===== src/shared/arr_pkg.sv =====
// Constants and types shared by the converter result register block
package arr_pkg;
  // Result and byte geometry
  localparam int unsigned     RESULT_W    = 13;
  localparam int unsigned     BYTE_W      = 8;
  localparam int unsigned     UPPER_MSB   = 12;
  localparam int unsigned     UPPER_LSB   = 5;
  localparam int unsigned     LOW_MSB     = 4;
  localparam int unsigned     LOW_FLD_MSB = 7;
  localparam int unsigned     LOW_FLD_LSB = 3;
  localparam int unsigned     OVF_BIT     = 0;
  localparam logic [1:0]      RSVD_VALUE  = 2'h0;
  // Avalon-MM geometry
  localparam int unsigned     ADDR_W      = 14;
  localparam int unsigned     DATA_W      = 32;
  localparam int unsigned     BE_W        = 4;
  localparam int unsigned     IDX_LSB     = 2;
  localparam int unsigned     IDX_W       = 12;
  // Register indices; byte address is four times the index
  localparam logic [11:0]     UPPER_IDX   = 12'hF72;
  localparam logic [11:0]     LOWER_IDX   = 12'hF73;
  // Reset values
  localparam logic [12:0]     RESULT_RST  = 13'h0000;
  localparam logic [7:0]      BYTE_RST    = 8'h00;
  localparam logic [31:0]     RDATA_RST   = 32'h0000_0000;
  localparam logic [23:0]     RDATA_PAD   = 24'h00_0000;

  typedef enum logic {
    ST_IDLE,
    ST_ANSWER
  } arr_bus_state_type;

  // True when a byte address selects the given register index
  function automatic logic arr_hit(input logic [13:0] addr, input logic [11:0] idx);
    arr_hit = (addr[13:2] == idx);
  endfunction
endpackage


===== src/shared/arr_core_if.sv =====
// Internal carrier between the bus slave, the result capture and the register core
`timescale 1ns/10ps
interface arr_core_if;
  logic                          readStrobe;
  logic                          writeStrobe;
  logic                          selUpper;
  logic                          selLower;
  logic [7:0]                    readByte;
  logic [12:0]                   liveResult;
  logic                          liveOverflow;

  modport slave (
    output readStrobe,
    output writeStrobe,
    output selUpper,
    output selLower,
    input  readByte
  );
  modport capture (
    output liveResult,
    output liveOverflow
  );
  modport core (
    input  readStrobe,
    input  writeStrobe,
    input  selUpper,
    input  selLower,
    input  liveResult,
    input  liveOverflow,
    output readByte
  );
endinterface


===== src/rtl/arr_avalon_slave.sv =====
// Avalon-MM slave with waitrequest: decode, handshake and registered read data
`timescale 1ns/10ps
module arr_avalon_slave (
  // Clock and reset
  input  logic                   ref_clk,
  input  logic                   rst_b,
  // Avalon-MM
  input  logic [13:0]            avsAddress,
  input  logic                   avsRead,
  input  logic                   avsWrite,
  output logic [31:0]            avsReaddata,
  output logic                   avsWaitrequest,
  // Core side
  arr_core_if.slave              core
);
  arr_pkg::arr_bus_state_type    state_q;
  arr_pkg::arr_bus_state_type    state_d;
  logic                          wait_q;
  logic                          wait_d;
  logic [31:0]                   rdata_q;
  logic [31:0]                   rdata_d;
  logic                          request;

  assign request          = avsRead | avsWrite;
  // One strobe per transfer: only in the idle cycle that sees the request
  assign core.readStrobe  = avsRead & (state_q == arr_pkg::ST_IDLE);
  assign core.writeStrobe = avsWrite & (state_q == arr_pkg::ST_IDLE);
  assign core.selUpper    = arr_pkg::arr_hit(avsAddress, arr_pkg::UPPER_IDX);
  assign core.selLower    = arr_pkg::arr_hit(avsAddress, arr_pkg::LOWER_IDX);

  always_comb begin
    state_d = state_q;
    rdata_d = rdata_q;
    case (state_q)
      arr_pkg::ST_IDLE: begin
        if (request) begin
          state_d = arr_pkg::ST_ANSWER;
        end
        if (core.readStrobe) begin
          rdata_d = {arr_pkg::RDATA_PAD, core.readByte};
        end
      end
      arr_pkg::ST_ANSWER: begin
        state_d = arr_pkg::ST_IDLE;
      end
      default: begin
        state_d = arr_pkg::ST_IDLE;
      end
    endcase
    wait_d = (state_d == arr_pkg::ST_IDLE);
  end

  always_ff @(posedge ref_clk) begin
    if (!rst_b) begin
      state_q <= arr_pkg::ST_IDLE;
      wait_q  <= 1'b1;
      rdata_q <= arr_pkg::RDATA_RST;
    end else begin
      state_q <= state_d;
      wait_q  <= wait_d;
      rdata_q <= rdata_d;
    end
  end

  assign avsReaddata    = rdata_q;
  assign avsWaitrequest = wait_q;
endmodule


===== src/rtl/arr_result_capture.sv =====
// Holds the most recent conversion result and its validity
`timescale 1ns/10ps
module arr_result_capture (
  // Clock and reset
  input  logic                   ref_clk,
  input  logic                   rst_b,
  // Converter side
  input  logic                   convDone,
  input  logic [12:0]            convResult,
  input  logic                   convOverflow,
  input  logic                   singleShotActive,
  // Status
  output logic                   resultValid,
  // Core side
  arr_core_if.capture            core
);
  logic [12:0]                   result_q;
  logic [12:0]                   result_d;
  logic                          overflow_q;
  logic                          overflow_d;
  logic                          valid_q;
  logic                          valid_d;

  always_comb begin
    result_d   = result_q;
    overflow_d = overflow_q;
    valid_d    = valid_q;
    if (convDone) begin
      result_d   = convResult;
      overflow_d = convOverflow;
      valid_d    = 1'b1;
    end else if (singleShotActive) begin
      // Value is meaningless while a single conversion runs
      valid_d    = 1'b0;
    end
  end

  always_ff @(posedge ref_clk) begin
    if (!rst_b) begin
      // Zero is a convenience only; software gets no promise before a conversion
      result_q   <= arr_pkg::RESULT_RST;
      overflow_q <= 1'b0;
      valid_q    <= 1'b0;
    end else begin
      result_q   <= result_d;
      overflow_q <= overflow_d;
      valid_q    <= valid_d;
    end
  end

  assign core.liveResult   = result_q;
  assign core.liveOverflow = overflow_q;
  assign resultValid       = valid_q;
endmodule


===== src/rtl/arr_result_registers.sv =====
// Converter result registers: upper byte, latched lower byte with overflow, Avalon-MM access
`timescale 1ns/10ps
module arr_result_registers (
  // Clock and reset
  input  logic                   ref_clk,
  input  logic                   rst_b,
  // Avalon-MM slave
  input  logic [13:0]            avsAddress,
  input  logic                   avsRead,
  input  logic                   avsWrite,
  input  logic [31:0]            avsWritedata,
  input  logic [3:0]             avsByteenable,
  output logic [31:0]            avsReaddata,
  output logic                   avsWaitrequest,
  // Converter result input
  input  logic                   convDone,
  input  logic [12:0]            convResult,
  input  logic                   convOverflow,
  input  logic                   singleShotActive,
  // Status
  output logic                   resultValid
);
  arr_core_if                    core ();

  logic [7:0]                    lowerLatch_q;
  logic [7:0]                    lowerLatch_d;
  logic [7:0]                    readByte;
  logic [7:0]                    liveLower;
  logic                          upperRead;
  logic                          lowerRead;

  // Write data and byte enables are accepted and dropped: nothing here is writable
  logic                          unusedWrite;
  assign unusedWrite = ^{avsWritedata, avsByteenable};

  arr_result_capture u_capture (
    .ref_clk          (ref_clk),
    .rst_b            (rst_b),
    .convDone         (convDone),
    .convResult       (convResult),
    .convOverflow     (convOverflow),
    .singleShotActive (singleShotActive),
    .resultValid      (resultValid),
    .core             (core.capture)
  );

  arr_avalon_slave u_slave (
    .ref_clk        (ref_clk),
    .rst_b          (rst_b),
    .avsAddress     (avsAddress),
    .avsRead        (avsRead),
    .avsWrite       (avsWrite),
    .avsReaddata    (avsReaddata),
    .avsWaitrequest (avsWaitrequest),
    .core           (core.slave)
  );

  assign upperRead = core.readStrobe & core.selUpper;
  assign lowerRead = core.readStrobe & core.selLower;

  // Lower byte as it would be built from the live result right now
  assign liveLower = {core.liveResult[arr_pkg::LOW_MSB:0], arr_pkg::RSVD_VALUE, core.liveOverflow};

  // Snapshot logic
  always_comb begin
    lowerLatch_d = lowerLatch_q;
    // Snapshot is taken in the same cycle the upper byte is sampled, so both halves match
    if (upperRead) begin
      lowerLatch_d = liveLower;
    end
    // No other path loads the snapshot, so later conversions cannot tear the pair
  end

  always_ff @(posedge ref_clk) begin
    if (!rst_b) begin
      lowerLatch_q <= arr_pkg::BYTE_RST;
    end else begin
      lowerLatch_q <= lowerLatch_d;
    end
  end

  // Read data mux; unmapped addresses read zero
  always_comb begin
    readByte = arr_pkg::BYTE_RST;
    if (core.selUpper) begin
      readByte = core.liveResult[arr_pkg::UPPER_MSB:arr_pkg::UPPER_LSB];
    end else if (core.selLower) begin
      // A lower read without a prior upper read returns the last snapshot, not the live value
      readByte = lowerLatch_q;
    end
  end

  assign core.readByte = readByte;
endmodule


===== config.mk =====
export PLATFORM = sky130hd
export DESIGN_NAME = arr_result_registers
export DESIGN_NICKNAME = d
export VERILOG_FILES = /design/src/shared/arr_pkg.sv /design/src/shared/arr_core_if.sv /design/src/rtl/arr_avalon_slave.sv /design/src/rtl/arr_result_capture.sv /design/src/rtl/arr_result_registers.sv
export SDC_FILE = /design/constraint.sdc
export NUM_CORES = 1
export LEC_CHECK = 0
export BUFFER_PORTS_ARGS = -buffer_cell sky130_fd_sc_hd__buf_4
export CORE_ASPECT_RATIO = 1.4
export CORE_MARGIN = 2
export CORE_UTILIZATION = 43
export CTS_CLUSTER_SIZE = 8
export DETAILED_ROUTE_END_ITERATION = 10
export PLACE_DENSITY = 0.89
export SKIP_CTS_REPAIR_TIMING = 1
export SYNTH_ARGS = -nofsm -noshare
export SYNTH_HDL_FRONTEND = slang
export SYNTH_SLANG_ARGS = --single-unit
export TNS_END_PERCENT = 30

===== constraint.sdc =====
create_clock -name ref_clk -period 3.6 [get_ports ref_clk]
set_input_delay 0.9 -clock ref_clk [delete_from_list [all_inputs] [get_ports ref_clk]]
set_output_delay 0.9 -clock ref_clk [all_outputs]
set_load 0.1 [all_outputs]

==> metrics.md <==
| Metric | Value |
|---|---|
| First-pass GRT wire length | just over 4000 um |
| Fin crit share | 0.500 |
| WP data arrival | 0.90 ns |
| Worst Path Required | approximately 2.7 ns |
| Routed wire per std cell | roughly 11 um |
| Crit-path max FO | 2 |
| GRT Total Usage | 0.147 |
| Crit-path leading delay family | flip-flops |
| Placed cells | between 200 and 250 |
| Nets@finish | 253 |
| DP HPWL | between 1500 and 2000 um |
| Initial core utilization | 0.440 |
| TritonCTS buffer count | 5 |
| CP peak stage delay | around 0.34 ns |
| Width of the die | between 50 and 60 um |
| Hold Crit Class | reg -> reg |
| Largest net degree at the start of global routing | 40 |
| Drt via density | 4.50 |
| Sequential share of the synthesized area | 0.425 |
| Final ANT Viol Nets | 0 |
| Layout Cells excl Fill | between 200 and 250 |
| Chip height | 72.9 um |
| Static Leak | approximately 0.8 nW |
| Vias in the first global route | slightly below 1,000 |
| Proportion of layout cells with a drive suffix above 1 | 0.283 |
| Crit path buffers/inverters | 1 |
| Status | complete, no violations |
| Die ar. | 3880 sq um |
| H-tree levels | 2 |
| Place WS | between 1.5 and 2 ns |
| Clk buf depth | 2 |
| Tmin final | 1.80 ns |
| Startpoint types | flip-flop |
| IO Count | around 100 |
| Setup TNS | 0 ns |
| Seq cells post-synth | 31 |
| Final core utilization | 0.530 |
| Crit Path Class | reg -> out |
| Placed instance area | roughly 1700 sq um |
| Warnings, synthesis | 0 |
| Commonest non-fill, non-tap cell in the layout | buf_4 |
| Initial DRT Pass Iterations | 6 |
| Slowest stage cell on the critical path | dfxtp_1 |
| Smallest hold slack | approximately 0.46 ns |
| CP endpoint kind | primary output |
| CTS clock-pin slew for the worst setup and hold paths | approximately 0.060 ns |
| Skew final | between 0.003 and 0.004 ns |
| Cells along the critical path | buf_4 |
| PwrDens | roughly 480 nW/um^2 |
| Commonest cells after routing, fill and taps aside | 41 x buf_4, 31 x dfxtp_1, 26 x mux2i_1 |
| Final instance area | 1760 sq um |
| Final setup fails | 0 |
| Synth Cell Area | around 1500 sq um |
| Root buf cell | clkbuf_8 |
| CTS tree | yes |
| GP Congestion | between 0.7 and 0.8 |
| RSZ-0062 raised after global routing | no |
| # port buffers | between 40 and 50 |
| Final hold viol count | 0 |
| Distinct cells, synth | 23 |
| Final Worst Setup Slack | roughly 1.8 ns |
| DRC | 0 |
| DRT met1 WL | around 960 um |
| Max cap viols | 0 |
| Overall routed net length | ~2500 um |
| CTS Sinks | 31 |
| Antenna violations before repair | 0 |
| Synthesized instance count | between 100 and 150 |
| Ant diodes | 0 |
| Syn_area_per_cell | between 10 and 15 sq um |
| Worst vdd ir | between 300 and 400 uV |
| FP Rows | 25 |
| Core ar. | between 3000 and 4000 sq um |
| Worst-Skew Late Latency | about 0.27 ns |
| Power Total | approximately 0.84 mW |
| Routed met3 length | ~200 um |
| Final max-slew violation count | 0 |
| FMAX | between 0.5 and 0.6 GHz |
| Area Growth Syn to Fin | 20.4% |
| FILL cells | between 300 and 400 |
| R2R Setup Slk | approximately 2.2 ns |
| Grt total ovfl | 0 |
| Top Layer Used | met4 |
| Detailed Route Iter0 Violations | 9 |
| Met2 WL post-DR | 1250 um |
| Vias | between 1,000 and 1,500 |
==> path summary, 6_finish.rpt <==
path | cells after the start | end | startpoint
worst max-delay path | 1 | avsReaddata[1] | u_slave.avsReaddata[1]
worst min-delay path | 2 | lowerLatch_q[7] | u_capture.core.liveResult[4]
worst max register to register | 3 | lowerLatch_q[6] | u_slave.state_q
worst min register to register | 2 | lowerLatch_q[7] | u_capture.core.liveResult[4]
==> registers in the layout, indices dropped and copies added, names as in the netlist <==
signal and cells:
u_capture.core.liveResult 13, u_slave.avsReaddata 8, lowerLatch_q 6, u_capture.core.liveOverflow 1, u_capture.resultValid 1, u_slave.avsWaitrequest 1, u_slave.state_q 1
==> power by group <==
group          switching, mW  total, mW  internal [mW]
Sequential           0.00567      0.361          0.355
Combinational          0.146      0.188         0.0413
Clock                  0.115      0.289          0.174
==> metal layers <==
| metal | vias up | track usage |
|---|---|---|
| met3 | 4 | 0.0512 |
| met1 | 448 | 0.149 |
| met5 | - | 0 |
| met4 | 0 | 0.0769 |
| met2 | 43 | 0.255 |
| li1 | 514 | - |
==> cell usage after synthesis <==
library cell / n / area share
dfxtp_1: 31 / 0.43
o21ai_0: 6 / 0.021
nand4b_1: 1 / 0.0060
buf_2: 2 / 0.0069
buf_4: 24 / 0.12
a31o_1: 2 / 0.012
nand2b_2: 1 / 0.0060
nor2b_1: 15 / 0.064
buf_6: 4 / 0.031
and4b_1: 1 / 0.0069
conb_1: 1 / 0.0026
nand3_1: 6 / 0.021
o211a_1: 1 / 0.0069
o21a_1: 1 / 0.0051
and3_1: 2 / 0.0086
and4b_2: 1 / 0.0077
nor4bb_1: 1 / 0.0069
inv_1: 2 / 0.0051
clkbuf_1: 3 / 0.0077
nand2_1: 12 / 0.031
nor4b_2: 1 / 0.010
mux2i_1: 26 / 0.18
and4_2: 1 / 0.0069
==> final cells by class <==
type | instances | area (sq um) | area share
clock buffer | 8 | 100 | 0.0570
tap | 40 | 50.0 | 0.0285
sequential | 31 | 621 | 0.353
inverter | 2 | 7.51 | 0.00427
timing repair buffer | 41 | 308 | 0.175
multi-input combinational | 102 | 671 | 0.382
==> kinds of logic (layout without fill, tap and decap cells) <==
family	count (synthesis)	after routing	synth area share
and+or+nand+nor	42	42	0.175
buffers and inverters	35	51	0.174
DFF	31	31	0.425
muxes	26	26	0.178
AOI/OAI and AO/OA	10	10	0.0446
other	1	24	0.00257
Note: power is estimated with default switching activity, not from simulation.
